**src/inc/bcc_map.vh**
```
// constants for the branch, call and clear instruction executor
// assumes 16-bit program words and a 21-bit byte program counter
`ifndef BCC_MAP_VH
`define BCC_MAP_VH
`define BCC_BZ_OPC       8'he0
`define BCC_CALL_OPC     7'h76
`define BCC_CALL2_OPC    4'hf
`define BCC_CLR_OPC      7'h35
`define BCC_PC_STEP      21'h000002
`define BCC_CALL_RET     21'h000004
`define BCC_IDX_MAX      8'h5f
`define BCC_CLEAR_VAL    8'h00
`define BCC_ACCESS_HI    8'hf0
`define BCC_ACCESS_SPLIT 8'h80
`define BCC_Z_BIT        2
`define BCC_Q1           4'h1
`define BCC_Q2           4'h2
`define BCC_Q3           4'h4
`define BCC_Q4           4'h8
`endif

```
**src/bcc_exec.v**
```verilog
// executes branch-on-zero, two-word call and clear-register
// assumes one instruction word per four-phase cycle; q phase walks q1..q4
// Contract
// RQ1 - taken branch: pc = addr + 2 + 2n
// RQ2 - branch opcode e0 low byte offset
// RQ3 - branch one cycle, two when taken
// RQ4 - call reaches 20-bit word address space
// RQ5 - call pushes addr+4, loads pc<20:1>
// RQ6 - fast bit copies w, status, bank
// RQ7 - call two words, second cycle idle
// RQ8 - clear writes 00h, sets zero only
// RQ9 - clear opcode, bank bit picks bank
// RQ10 - indexed offset when a=0, ext, f<=5f
// RQ11 - pc bit 0 stays zero
`timescale 1ns/10ps
`default_nettype none
`include "bcc_map.vh"
module bcc_exec #(
    parameter PCW = 21
) (
    input  wire           clk_i,
    input  wire           rst_n_i,
    // instruction fetch side, word taken at the q4 edge
    input  wire [15:0]    instr_i,
    input  wire           instr_valid_i,
    // core registers, read as levels
    input  wire [7:0]     working_i,
    input  wire [7:0]     status_i,
    input  wire [3:0]     bank_select_register_i,
    input  wire           ext_set_i,
    input  wire [11:0]    fsr2_i,
    // program counter and return stack
    output reg  [PCW-1:0] pc_o,
    output reg  [PCW-1:0] top_of_stack_o,
    output reg            push_o,
    // data register file, pulses show one clock after their phase
    output reg  [11:0]    data_addr_o,
    output reg  [7:0]     data_wdata_o,
    output reg            data_rd_o,
    output reg            data_we_o,
    // status and sequencing
    output reg            zero_set_o,
    output reg            flush_o,
    output reg  [3:0]     phase_o,
    // shadow copies kept for fast calls
    output wire [7:0]     working_shadow_o,
    output wire [7:0]     status_shadow_o,
    output wire [3:0]     bank_select_shadow_o
);
    // idle waits for a word, exec runs it, nop and call are the
    // dead second cycles of a taken branch and of a call
    localparam S_IDLE = 4'b0001;
    localparam S_EXEC = 4'b0010;
    localparam S_NOP  = 4'b0100;
    localparam S_CALL = 4'b1000;

    reg [3:0]     state;
    reg [3:0]     next_state;
    reg [15:0]    ir;
    reg [PCW-1:0] iaddr;
    reg [7:0]     call_lo;
    reg           shadow_save;
    wire [7:0]    off = ir[7:0];

    wire is_bz   = (ir[15:8] == `BCC_BZ_OPC);
    wire is_call = (ir[15:9] == `BCC_CALL_OPC);
    wire is_clr  = (ir[15:9] == `BCC_CLR_OPC);
    wire zero    = status_i[`BCC_Z_BIT];

    // sign extend and double the offset, kept to pc width
    wire [PCW-1:0] br_off = {{(PCW-9){off[7]}}, off, 1'b0};

    // branch target: own address, plus two, plus the doubled offset
    wire [PCW-1:0] br_target = iaddr + `BCC_PC_STEP + br_off;

    // return address pushed by a call, two words past the call
    wire [PCW-1:0] ret_addr = iaddr + `BCC_CALL_RET;

    // second call word must carry its marker, else the pc is left alone
    wire call2_ok = (instr_i[15:12] == `BCC_CALL2_OPC);

    // call target: the 20-bit literal lands on pc bits 20:1
    wire [PCW-1:0] call_target = {instr_i[11:0], call_lo, 1'b0};

    // address of the register the clear instruction names
    reg [11:0] clr_addr;
    always @* begin
        clr_addr = {bank_select_register_i, ir[7:0]};
        if (!ir[8]) begin
            // RQ10 indexed literal offset
            if (ext_set_i && ir[7:0] <= `BCC_IDX_MAX) begin
                // the sum wraps inside the 12-bit data space
                clr_addr = fsr2_i + {4'h0, ir[7:0]};
            end else if (ir[7:0] < `BCC_ACCESS_SPLIT) begin
                // RQ9 access bank, low half
                clr_addr = {4'h0, ir[7:0]};
            end else begin
                // RQ9 access bank, upper page
                clr_addr = {4'hf, ir[7:0]};
            end
        end
    end

    // four-phase sequencer, q1 through q4
    always @(posedge clk_i) begin
        if (!rst_n_i) begin
            phase_o <= `BCC_Q1;
        end else begin
            // ring rotation keeps exactly one phase bit set
            phase_o <= {phase_o[2:0], phase_o[3]};
        end
    end

    always @* begin
        next_state = state;
        case (state)
            S_IDLE: begin
                // a word is taken only at the q4 edge
                if (instr_valid_i && phase_o == `BCC_Q4) begin
                    next_state = S_EXEC;
                end
            end
            S_EXEC: begin
                if (phase_o == `BCC_Q4) begin
                    if (is_bz && zero) begin
                        // RQ3 taken branch adds idle
                        next_state = S_NOP;
                    end else if (is_call) begin
                        // RQ7 call waits second word
                        next_state = S_CALL;
                    end else if (!instr_valid_i) begin
                        next_state = S_IDLE;
                    end
                end
            end
            S_NOP: begin
                // RQ3 flushed slot; without a valid word the fetch bus
                // may still hold the branch, which must not run again
                if (phase_o == `BCC_Q4) begin
                    next_state = instr_valid_i ? S_EXEC : S_IDLE;
                end
            end
            S_CALL: begin
                // RQ7 second call cycle does nothing
                if (phase_o == `BCC_Q4) begin
                    next_state = instr_valid_i ? S_EXEC : S_IDLE;
                end
            end
            default: begin
                next_state = S_IDLE;
            end
        endcase
    end

    always @(posedge clk_i) begin
        if (!rst_n_i) begin
            state          <= S_IDLE;
            ir             <= 16'h0000;
            iaddr          <= {PCW{1'b0}};
            pc_o           <= {PCW{1'b0}};
            top_of_stack_o <= {PCW{1'b0}};
            push_o         <= 1'b0;
            data_addr_o    <= 12'h000;
            data_wdata_o   <= 8'h00;
            data_rd_o      <= 1'b0;
            data_we_o      <= 1'b0;
            zero_set_o     <= 1'b0;
            flush_o        <= 1'b0;
            call_lo        <= 8'h00;
            shadow_save    <= 1'b0;
        end else begin
            state       <= next_state;
            push_o      <= 1'b0;
            data_rd_o   <= 1'b0;
            data_we_o   <= 1'b0;
            zero_set_o  <= 1'b0;
            flush_o     <= 1'b0;
            shadow_save <= 1'b0;
            // latch the next word at the end of each cycle that enters exec; exec is only
            // entered with a valid word, so a stale word is never rerun
            if (phase_o == `BCC_Q4 && next_state == S_EXEC) begin
                ir    <= instr_i;
                iaddr <= pc_o;
                pc_o  <= pc_o + `BCC_PC_STEP;
            end
            if (state == S_EXEC) begin
                case (phase_o)
                    `BCC_Q2: begin
                        if (is_clr) begin
                            // RQ8 read in q2
                            data_addr_o <= clr_addr;
                            data_rd_o   <= 1'b1;
                        end
                    end
                    `BCC_Q3: begin
                        if (is_call) begin
                            // RQ5 push return address
                            top_of_stack_o <= ret_addr;
                            push_o         <= 1'b1;
                            // low literal kept for the q4 pc load
                            call_lo        <= ir[7:0];
                            // RQ6 fast bit saves shadows
                            shadow_save    <= ir[8];
                        end
                    end
                    `BCC_Q4: begin
                        // RQ1 RQ2 taken branch target
                        if (is_bz && zero) begin
                            pc_o    <= br_target;
                            flush_o <= 1'b1;
                        end
                        // RQ4 RQ5 RQ11 load pc<20:1>
                        if (is_call && call2_ok) begin
                            pc_o    <= call_target;
                            flush_o <= 1'b1;
                        end
                        // RQ8 write zero and set z
                        if (is_clr) begin
                            data_addr_o  <= clr_addr;
                            data_wdata_o <= `BCC_CLEAR_VAL;
                            data_we_o    <= 1'b1;
                            zero_set_o   <= 1'b1;
                        end
                    end
                    default: ;
                endcase
            end
        end
    end

    bcc_shadow #(
        .W(8)
    ) u_shadow (
        .clk_i                (clk_i),
        .rst_n_i              (rst_n_i),
        .save_i               (shadow_save),
        .working_i            (working_i),
        .status_i             (status_i),
        .bank_i               (bank_select_register_i),
        .working_shadow_o     (working_shadow_o),
        .status_shadow_o      (status_shadow_o),
        .bank_select_shadow_o (bank_select_shadow_o)
    );
endmodule // bcc_exec
`default_nettype wire

```
**src/bcc_shadow.v**
```verilog
// shadow copies of working, status and bank select registers
// assumes the caller raises save_i for one clock to capture
`timescale 1ns/10ps
`default_nettype none
module bcc_shadow #(
    parameter W = 8
) (
    input  wire         clk_i,
    input  wire         rst_n_i,
    input  wire         save_i,
    input  wire [W-1:0] working_i,
    input  wire [W-1:0] status_i,
    input  wire [3:0]   bank_i,
    output reg  [W-1:0] working_shadow_o,
    output reg  [W-1:0] status_shadow_o,
    output reg  [3:0]   bank_select_shadow_o
);
    always @(posedge clk_i) begin
        if (!rst_n_i) begin
            working_shadow_o     <= {W{1'b0}};
            status_shadow_o      <= {W{1'b0}};
            bank_select_shadow_o <= 4'h0;
        end else if (save_i) begin
            working_shadow_o     <= working_i;
            status_shadow_o      <= status_i;
            bank_select_shadow_o <= bank_i;
        end
    end
endmodule // bcc_shadow
`default_nettype wire

```
**config.mk**
```make
export PLATFORM = sky130hd
export DESIGN_NAME = bcc_exec
export DESIGN_NICKNAME = d
export VERILOG_FILES = /design/src/bcc_exec.v /design/src/bcc_shadow.v
export VERILOG_INCLUDE_DIRS = /design/src /design/src/inc
export SDC_FILE = /design/constraint.sdc
export NUM_CORES = 1
export LEC_CHECK = 0
export BUFFER_PORTS_ARGS = -buffer_cell sky130_fd_sc_hd__buf_2
export CAP_MARGIN = 20
export CORE_MARGIN = 4
export CORE_UTILIZATION = 50
export CTS_CLUSTER_DIAMETER = 150
export CTS_CLUSTER_SIZE = 10
export DETAILED_ROUTE_END_ITERATION = 8
export PLACE_DENSITY = 0.76
export SKIP_LAST_GASP = 1
export SLEW_MARGIN = 20
export SYNTH_ARGS = -nofsm -noshare
export SYNTH_HDL_FRONTEND = slang
export SYNTH_HIERARCHICAL = 1
export SYNTH_SLANG_ARGS = --single-unit
```
**constraint.sdc**
```tcl
create_clock -name clk_i -period 2.8 [get_ports clk_i]
set_input_delay 0.28 -clock clk_i [delete_from_list [all_inputs] [get_ports clk_i]]
set_output_delay 0.28 -clock clk_i [all_outputs]
set_load 0.005 [all_outputs]
```
---- Word-level counts from Yosys, hierarchy flattened ----
Index checks and enable logic that the tools add are counted.
word-level totals
  register bits ........................... 132
  output and inout bits ................... 91
  logic and storage cells ................. 68
cells by class
  $add $sub $neg .......................... 5
  magnitude comparators ................... 2
  eq/ne operators ......................... 12
  muxes and demuxes ....................... 20
  reduce and logical (&&, ||, !) cells .... 13
operators by type and width
  kind                                                             number
  2-to-1 mux 21 bit                                                5
  adder 21 x 2 -> 21 bit (second input constant)                   2
  2-to-1 mux 12 bit                                                3
  2-to-1 mux 4 bit                                                 6
  adder 21 bit                                                     1
  adder 21 x 3 -> 21 bit (second input constant)                   1
  AND reduction 3 bit                                              5
  adder 12 x 8 -> 12 bit                                           1
  equality test 4 x 2 -> 1 bit (second input constant)             3
  equality test 4 bit (second input constant)                      3
  one-hot mux 4 bit (3 select lines)                               1
  equality test 4 x 3 -> 1 bit (second input constant)             2
  equality test 8 bit (second input constant)                      1
  less-or-equal comparator 8 x 7 -> 1 bit (second input constant)  1
  less-than comparator 8 bit (second input constant)               1
  equality test 7 x 6 -> 1 bit (second input constant)             1
  equality test 7 bit (second input constant)                      1
  logical AND 1 bit                                                5
  equality test 4 x 1 -> 1 bit (second input constant)             1
  2-to-1 mux 1 bit                                                 4
  AND reduction 4 bit                                              1
  OR reduction 2 bit                                               2
  2-to-1 mux 2 bit                                                 1

---- Longest topological paths before layout ----
Gate-level depths: netlist of the first run.
  depth in word-level cells ............... 12
  gate-level depth with buffers ........... 13
  gate-level depth less buffers ........... 13

---- Cells and area by module ----
Netlist of the first run, hierarchy kept.
modules (own cells, without submodules)
  module      instances  cells each  area each (µm²)
  bcc_exec    1          809         6,498.7
  bcc_shadow  1          64          755.7

---- Worst setup path before layout of the first run ----
Ideal clock, no wire load.
  path type ............................... register to register
  start point ............................. reg iaddr[2]
  end point ............................... reg pc_o[18]
  setup time .............................. 0.126 ns
  arrival ................................. 2.807 ns
  data required time ...................... 2.674 ns
  setup slack ............................. -0.133 ns
  cell stages (with the launch flop) ...... 12
  path buffers ............................ 0
  period minus slack after synthesis ...... 2.933 ns
  cells stage by stage .................... dfxtp_1 > ha_1 > ha_1 > fa_1 > a21oi_1 > o21ai_0 > nor4_1 > o41ai_2 > a41oi_1 > mux2_2 > nand2_1 > a21oi_1
on the way
  longest elaborated chain between the ends .. 6
ends and longest elaborated chain
  what                                     RTL line        text
  from (decl)                              bcc_exec.v:60   reg [PCW-1:0] iaddr;
  from (signal assigned)                   bcc_exec.v:159  iaddr <= {PCW{1'b0}};
  from (signal assigned)                   bcc_exec.v:183  iaddr <= pc_o;
  adder 21 x 2 -> 21 bit (no source line)  n/a
  adder 21 bit                             bcc_exec.v:74   wire [PCW-1:0] br_target = iaddr + `BCC_PC_STEP + br_off;
  2-to-1 mux 21 bit                        bcc_exec.v:208  if (is_bz && zero) begin
  2-to-1 mux 21 bit                        bcc_exec.v:213  if (is_call && call2_ok) begin
  2-to-1 mux 21 bit                        bcc_exec.v:187  case (phase_o)
  2-to-1 mux 21 bit                        bcc_exec.v:186  if (state == S_EXEC) begin
  to (signal assigned)                     bcc_exec.v:184  pc_o <= pc_o + `BCC_PC_STEP;
  to (signal assigned)                     bcc_exec.v:209  pc_o <= br_target;
  to (signal assigned)                     bcc_exec.v:214  pc_o <= call_target;
  to (decl)                                bcc_exec.v:33   output reg [PCW-1:0] pc_o,
No other way between the ends.
A chain may end at the register's enable or synchronous reset.

---- Worst setup path in the final report of the first run ----
  start point ............................. reg ir[5]
  end point ............................... reg pc_o[17]
on the way
  longest elaborated chain between the ends .. 5
ends and longest elaborated chain
  what                    RTL line        text
  from (decl)             bcc_exec.v:59   reg [15:0] ir;
  from (signal assigned)  bcc_exec.v:182  ir <= instr_i;
  adder 21 bit            bcc_exec.v:74
  2-to-1 mux 21 bit       bcc_exec.v:208
  2-to-1 mux 21 bit       bcc_exec.v:213
  2-to-1 mux 21 bit       bcc_exec.v:187
  2-to-1 mux 21 bit       bcc_exec.v:186
No other way between the ends.

==> metrics.md, run 1 <==
| Metric | Value |
|---|---|
| Outcome | finished clean |
| Die H | 128 µm |
| Routed vias/inst | 5.60 |
| Worst Setup End Kind | flip-flop |
| Rel. slew slack | 57.4% |
| Ys Warns | 6 |
| H-Tree Depth | 4 |
| Clock tree root driver cell | clkbuf_16 |
| DP HPWL | 14,000 µm |
| LEAKAGE | 3.87 nW |
| Synth-to-Final Area Change | 25.4% |
| Ant diodes | 0 |
| GRT Total Usage | 23.7% |
| Setup_tns | 0 ns |
| Pwr Density | 493 mW/mm² |
| Worst Max-Slew Pin Slew | 0.632 ns |
| Final Skew | 0.00606 ns |
| Starting Density | 51.7% |
| Worst setup SP type | flip-flop |
| Routed len/inst | 16.3 µm |
| Buffers on Ports | 134 |
| Final setup margin | 0.0951 ns |
| FMAX | 0.370 GHz |
| Netlist Area Pre-Place | 0.00725 mm² |
| Initial DRC count | 515 |
| Avg Cell Area, Syn | 8.31 µm² |
| Max_cap viols | 0 |
| Post-synth EDFFs | 0 |
| Vias in the first global route | 6,393 |
| Antenna violations before repair | 0 |
| Critical path class | reg2reg |
| Nets | 1,125 |
| Post-route DRC | 0 |
| Synth Flop Type | dfxtp_1 |
| Non-Filler Instances | 1,217 |
| Unrepaired setup endpoints after global routing | yes |
| Clk pin slew, worst setup/hold paths | 0.06 ns |
| Std-Cell Rows | 43 |
| CTS sink count | 132 |
| Layout cells sized above 1 | 23.4% |
| Die X | 128 µm |
| Post-synth cell types | 65 |
| # IOs | 143 |
| Pin count of the biggest net entering global routing | 61 |
| Final RePlAce weighted congestion | 0.888 |
| Max-slew violations | 0 |
| Core ar. | 0.0140 mm² |
| Die area | 0.0165 mm² |
| Worst hold slack | 0.0943 ns |
| Pre-CTS WS | -0.0811 ns |
| Antenna-violating nets left | 0 |
| WP data arrival | 3.01 ns |
| Post-route fraction of the period consumed by the critical path | 96.6% |
| Placed cell area | 0.00829 mm² |
| Skew-Pair Late Insertion Delay | 0.43 ns |
| Grt ovf | 0 |
| Critical Path Fanout Max | 4 |
| Register area share after synthesis | 36.4% |
| Via count | 6,821 |
| Gate count of the mapped netlist | 873 |
| Critical path required time | 3.11 ns |
| Fin. Hold Viols | 0 |
| Maximum vdd drop | 0.402 mV |
| Num CTS Buffers | 17 |
| Fillers | 1,177 |
| Post-Place Cells | 1,184 |
| Wirelength, routed | 19,800 µm |
| Setup violators final | 0 |
| Fraction of registers with async set/reset | 0% |
| First-pass GRT wire length | 31,300 µm |
| Fin area | 0.00909 mm² |
| First-pass iteration count of the detailed router | 5 |
| Min Tclk post-route | 2.70 ns |
| Clock tree buffer depth | 2 |
| Worst hold path class | in2reg |
| TritonCTS clock tree | built |
| FF+latch count, synth | 132 |
[power by group]
group	leakage, nW	total, mW	switching (mW)	internal [mW]
logic	2.48	0.134	0.0792	0.0546
registers	1.07	1.89	0.00584	1.88
clock network	0.321	2.46	0.818	1.65
[stage by stage]
step           util, %  total power, mW
3_5_place_dp      59.0             2.06
2_1_floorplan        -             2.00
5_1_grt           64.8             4.60
4_1_cts           63.9             4.51
6_report          64.8             4.49
3_3_place_gp      59.0             2.06
[critical path: stages (launching register included)]
cell,delay [ns]
dfxtp_1,0.31
ha_1,0.33
ha_4,0.26
o21ai_0,0.51
a2111oi_4,0.16
a21oi_2,0.23
a21oi_2,0.11
and2_1,0.17
o21a_1,0.16
o31ai_1,0.22
o21ai_0,0.10
[area by class of cell]
| class | count | area (µm²) | share of cell area, % |
|---|---|---|---|
| Clock buffer | 23 | 478 | 5.26 |
| Clock inverter | 9 | 174 | 1.91 |
| Inverter | 24 | 90.1 | 0.991 |
| Multi-Input combinational cell | 669 | 4430 | 48.7 |
| Sequential cell | 132 | 2650 | 29.1 |
| Tap cell | 180 | 225 | 2.48 |
| Timing Repair Buffer | 180 | 1040 | 11.5 |
[cell usage in the layout (no fill, tap or decap), types with 4 or more instances in the layout]
master | synthesis | routed
nand3_1 | 20 | 19
and2_1 | 9 | 9
ha_4 | 0 | 4
a211oi_1 | 18 | 15
and4_1 | 4 | 4
clkbuf_16 | 0 | 17
a21o_1 | 6 | 6
o22ai_1 | 10 | 10
a22oi_1 | 14 | 14
a311oi_1 | 5 | 5
inv_1 | 23 | 22
buf_2 | 9 | 134
conb_1 | 1 | 8
xor2_1 | 31 | 31
o221ai_1 | 4 | 4
ha_1 | 47 | 42
o21ai_0 | 26 | 24
nor2b_1 | 31 | 31
nand4_1 | 14 | 14
nand2_1 | 148 | 148
a21oi_1 | 80 | 77
bufinv_16 | 0 | 5
mux2i_1 | 25 | 25
nand2b_1 | 5 | 5
and3_1 | 14 | 14
dfxtp_1 | 132 | 128
xnor2_1 | 27 | 27
nor2_1 | 55 | 55
o31ai_1 | 4 | 4
nor3_1 | 10 | 10
buf_4 | 9 | 43
[flip-flops by register name, summed over array words and instances (netlist names)]
name / cells
push_o: 1
zero_set_o: 1
flush_o: 1
iaddr: 21
top_of_stack_o: 21
ir: 16
u_shadow/status_shadow_o: 8
data_rd_o: 1
shadow_save: 1
state: 4
pc_o: 21
call_lo: 8
phase_o: 4
data_addr_o: 12
u_shadow/working_shadow_o: 8
u_shadow/bank_select_shadow_o: 4
[Yosys cell counts (18+ instances only)]
library cell	n	share of area, %
dfxtp_1	132	36
clkbuf_1	29	1.5
o21ai_0	26	1.8
mux2i_1	25	3.4
inv_1	23	1.2
nand3_1	20	1.4
a211oi_1	18	1.9
nor2_1	55	2.8
nor2b_1	31	2.7
xnor2_1	27	3.3
nand2_1	148	7.7
xor2_1	31	3.7
a21oi_1	80	5.5
ha_1	47	8.1
[worst paths after layout]
check	start	to	slack [ns]	depth (start not counted)
max reg2reg	ir[5]$_SDFFE_PN0N_	pc_o[17]$_SDFF_PN0_	0.1	10
max	ir[5]$_SDFFE_PN0N_	pc_o[17]$_SDFF_PN0_	0.1	10
min	instr_i[2]	pc_o[11]$_SDFF_PN0_	0.09	3
min reg2reg	ir[14]$_SDFFE_PN0N_	ir[14]$_SDFFE_PN0N_	0.45	2
[metal layers]
layer  GRT usage [%]  vias up  wire, µm
met5               0        -         0
li1                -     3356         -
met3            4.07       40      1400
met1            29.9     3174      8410
met4            8.55        0       475
met2            40.6      251      9570
[kinds of logic (layout without fill, tap and decap cells)]
| kind of cell | after synthesis | after routing | synth area share, % |
|---|---|---|---|
| xor gates and xnor gates | 58 | 58 | 7.00 |
| other | 1 | 8 | 0.0517 |
| buffers and inverters | 79 | 236 | 4.92 |
| and+or+nand+nor | 332 | 332 | 22.2 |
| muxes | 27 | 27 | 3.76 |
| AOI/OAI and AO/OA | 195 | 195 | 17.0 |
| adders and majority gates | 49 | 49 | 8.66 |
| DFF | 132 | 132 | 36.4 |
[repair_timing]
action	in CTS	in global routing
setup buffers	1	1
setup endpoints to repair	2	8
cloned	0	0
hold endpoints to repair	0	0
resized for setup	3	24
hold buffers	0	0
pin swaps	1	7
No activity file was read; power rests on OpenSTA's default activity.
==> run 2, diff against run 1 <==
--- a/config.mk
+++ b/config.mk
@@ -14,6 +14,7 @@
 export CTS_CLUSTER_SIZE = 10
 export DETAILED_ROUTE_END_ITERATION = 8
 export PLACE_DENSITY = 0.76
+export RECOVER_POWER = 100
 export SKIP_LAST_GASP = 1
 export SLEW_MARGIN = 20
 export SYNTH_ARGS = -nofsm -noshare
==> constraint.sdc (replaced) <==
create_clock -name clk_i -period 2.3 [get_ports clk_i]
set_input_delay 0.23 -clock clk_i [delete_from_list [all_inputs] [get_ports clk_i]]
set_output_delay 0.23 -clock clk_i [all_outputs]
set_load 0.005 [all_outputs]
==> metrics.md, run 2 (same netlist as run 1, synthesis figures left out) <==
| Metric | Value |
|---|---|
| Worst hold path class | in2reg |
| Ant diodes | 0 (unchanged) |
| Clock tree root driver cell | clkbuf_16 |
| TritonCTS clock tree | built |
| Most frequent cells in the layout | nand2_1 (148), dfxtp_1 (118), buf_2 (92) |
| Post-route DRC | 0 (unchanged) |
| Core ar. | 0.0140 mm² (unchanged) |
| Vias in the first global route | 6,811 (+6.5%) |
| CTS sink count | 132 (unchanged) |
| Reg2reg path depth | 12 (+2) |
| Layout cells sized above 1 | 27.0% (+3.6 points) |
| R2R Setup Slk | -0.36 ns (-0.46 ns) |
| Worst setup SP type | flip-flop |
| Antenna-violating nets left | 0 (unchanged) |
| Non-Filler Instances | 1,267 (+4.1%) |
| Fin. Hold Viols | 0 (unchanged) |
| Synth-to-Final Area Change | 32.9% |
| Rel. slew slack | 22.9% (-35 points) |
| Die area | 0.0165 mm² (unchanged) |
| Post-Place Cells | 1,225 (+3.5%) |
| Fillers | 1,093 (-7.1%) |
| Initial DRC count | 472 (-8.3%) |
| Violated checks | setup timing |
| Final setup margin | -0.363 ns (-0.458 ns) |
| Min Tclk post-route | 2.66 ns (-0.0419 ns) |
| Via count | 7,212 (+5.7%) |
| FMAX | 0.376 GHz (+1.6%) |
| GRT Total Usage | 25.2% (+1.6 points) |
| Starting Density | 51.7% (unchanged) |
| WHS Endpoint | pc_o[15]$_SDFF_PN0_ |
| Unrepaired setup endpoints after global routing | yes |
| Antenna violations before repair | 0 (unchanged) |
| Post-route fraction of the period consumed by the critical path | 116% (+19 points) |
| Top Registers | iaddr x21, pc_o x21, top_of_stack_o x21 |
| Pwr Density | 538 mW/mm² (+9.1%) |
| Clk pin slew, worst setup/hold paths | 0.06 ns (about the same) |
| Placed cell area | 0.00875 mm² (+5.6%) |
| Outcome | finished with violations |
| Critical path required time | 2.61 ns (-0.50 ns) |
| Die X | 128 µm (unchanged) |
| Worst Setup End Kind | flip-flop |
| LEAKAGE | 3.84 nW (-0.83%) |
| Final Skew | 0.00801 ns (+0.00195 ns) |
| Clock tree buffer depth | 2 (unchanged) |
| Pre-CTS WS | -0.445 ns (-0.364 ns) |
| Crit path launch | ir[1]$_SDFFE_PN0N_ |
| Std-Cell Rows | 43 (unchanged) |
| Setup violators final | 18 (+18) |
| Nets | 1,176 (+4.5%) |
| Crit Reg-Reg Startpoint | ir[1]$_SDFFE_PN0N_ |
| H-Tree Depth | 4 (unchanged) |
| Hold_buf cts | 0 (unchanged) |
| Critical path class | reg2reg |
| Routed vias/inst | 5.69 (+1.6%) |
| Maximum vdd drop | 0.456 mV (+13%) |
| Num CTS Buffers | 17 (unchanged) |
| Worst hold slack | 0.0371 ns (-0.0572 ns) |
| Reg-to-reg endpoint | pc_o[12]$_SDFF_PN0_ |
| Grt ovf | 0 (unchanged) |
| Routed len/inst | 17.0 µm (+4.4%) |
| Pin count of the biggest net entering global routing | 63 (+3.3%) |
| Critical Path Fanout Max | 3 (-1) |
| Fin area | 0.00964 mm² (+6.0%) |
| Skew-Pair Late Insertion Delay | 0.42 ns (about the same) |
| DP HPWL | 15,100 µm (+7.9%) |
| Buffers on Ports | 134 (unchanged) |
| Die H | 128 µm (unchanged) |
| First-pass iteration count of the detailed router | 5 (unchanged) |
| First-pass GRT wire length | 33,400 µm (+6.5%) |
| Wirelength, routed | 21,600 µm (+8.7%) |
| Worst hold start | instr_i[6] |
| Final RePlAce weighted congestion | 0.929 (+4.7%) |
| Max-slew violations | 0 (unchanged) |
| Setup_tns | -2.86 ns (-2.86 ns) |
| WP data arrival | 2.97 ns (-0.04 ns) |
| Commonest non-fill, non-tap cell in the layout | nand2_1 |
| # IOs | 143 (unchanged) |
| Worst Max-Slew Pin Slew | 1.16 ns (+0.525 ns) |
| Hold Path Cell Cnt | 3 (unchanged) |
| Max_cap viols | 0 (unchanged) |
## run 2: layer usage
layer | vias to the layer above | share of wire, % | global-route usage, %
li1 | 3463 | - | -
met1 | 3386 | 40 | 29.6
met2 | 289 | 49 | 43.0
met3 | 74 | 7.2 | 7.10
met4 | 0 | 3.4 | 11.0
met5 | - | 0 | 0
## run 2: worst max-delay path, cell delays in order, from the launching register on
cell and delay, ns:
dfxtp_2 0.33, ha_4 0.24, ha_4 0.16, fa_2 0.35, a21oi_2 0.17, o21ai_2 0.10
nor4_4 0.26, buf_4 0.18, o31ai_2 0.08, a21oi_2 0.16, xor2_1 0.19, nor2_1 0.07
a221o_1 0.26
## run 2: where the power goes
part           internal [mW]  total [mW]  switching [mW]  leakage [nW]
Combinational         0.0726       0.176           0.103          2.47
Clock                   1.74        2.72           0.976         0.292
Sequential              2.29        2.29         0.00381          1.07
## run 2: final cells by class
class | instances | area, µm² | share of cell area, %
Multi-Input combinational cell | 669 | 4730 | 49.0
Tap cell | 180 | 225 | 2.34
Inverter | 24 | 90.1 | 0.934
Sequential cell | 132 | 2670 | 27.6
Timing Repair Buffer | 231 | 1340 | 13.9
Clock buffer | 21 | 460 | 4.78
Clock inverter | 10 | 131 | 1.36
## run 2: stage by stage
stage | utilization [%] | power, mW
final | 68.7 | 5.19
after global routing | 68.7 | 5.35
after CTS | 68.5 | 5.24
after detailed placement | 62.3 | 2.51
after global placement | 62.3 | 2.51
after floorplan | - | 2.43
## run 2: worst max-delay path by stage
| stage | to | slack [ns] |
|---|---|---|
| floorplan | pc_o[18]$_SDFF_PN0_ | -0.29 |
| global placement | pc_o[18]$_SDFF_PN0_ | -0.40 |
| detailed placement | pc_o[20]$_SDFF_PN0_ | -0.44 |
| CTS | pc_o[18]$_SDFF_PN0_ | -0.31 |
| global route | pc_o[18]$_SDFF_PN0_ | -0.49 |
| finish | pc_o[12]$_SDFF_PN0_ | -0.36 |
## run 2: what timing repair did
| item | CTS | global route |
|---|---|---|
| buffers inserted | 6 | 7 |
| resized for setup | 43 | 24 |
| cloned | 0 | 0 |
| endpoints found under the setup margin | 15 | 13 |
| pin swaps | 30 | 30 |
| hold endpoints to repair | 0 | 0 |
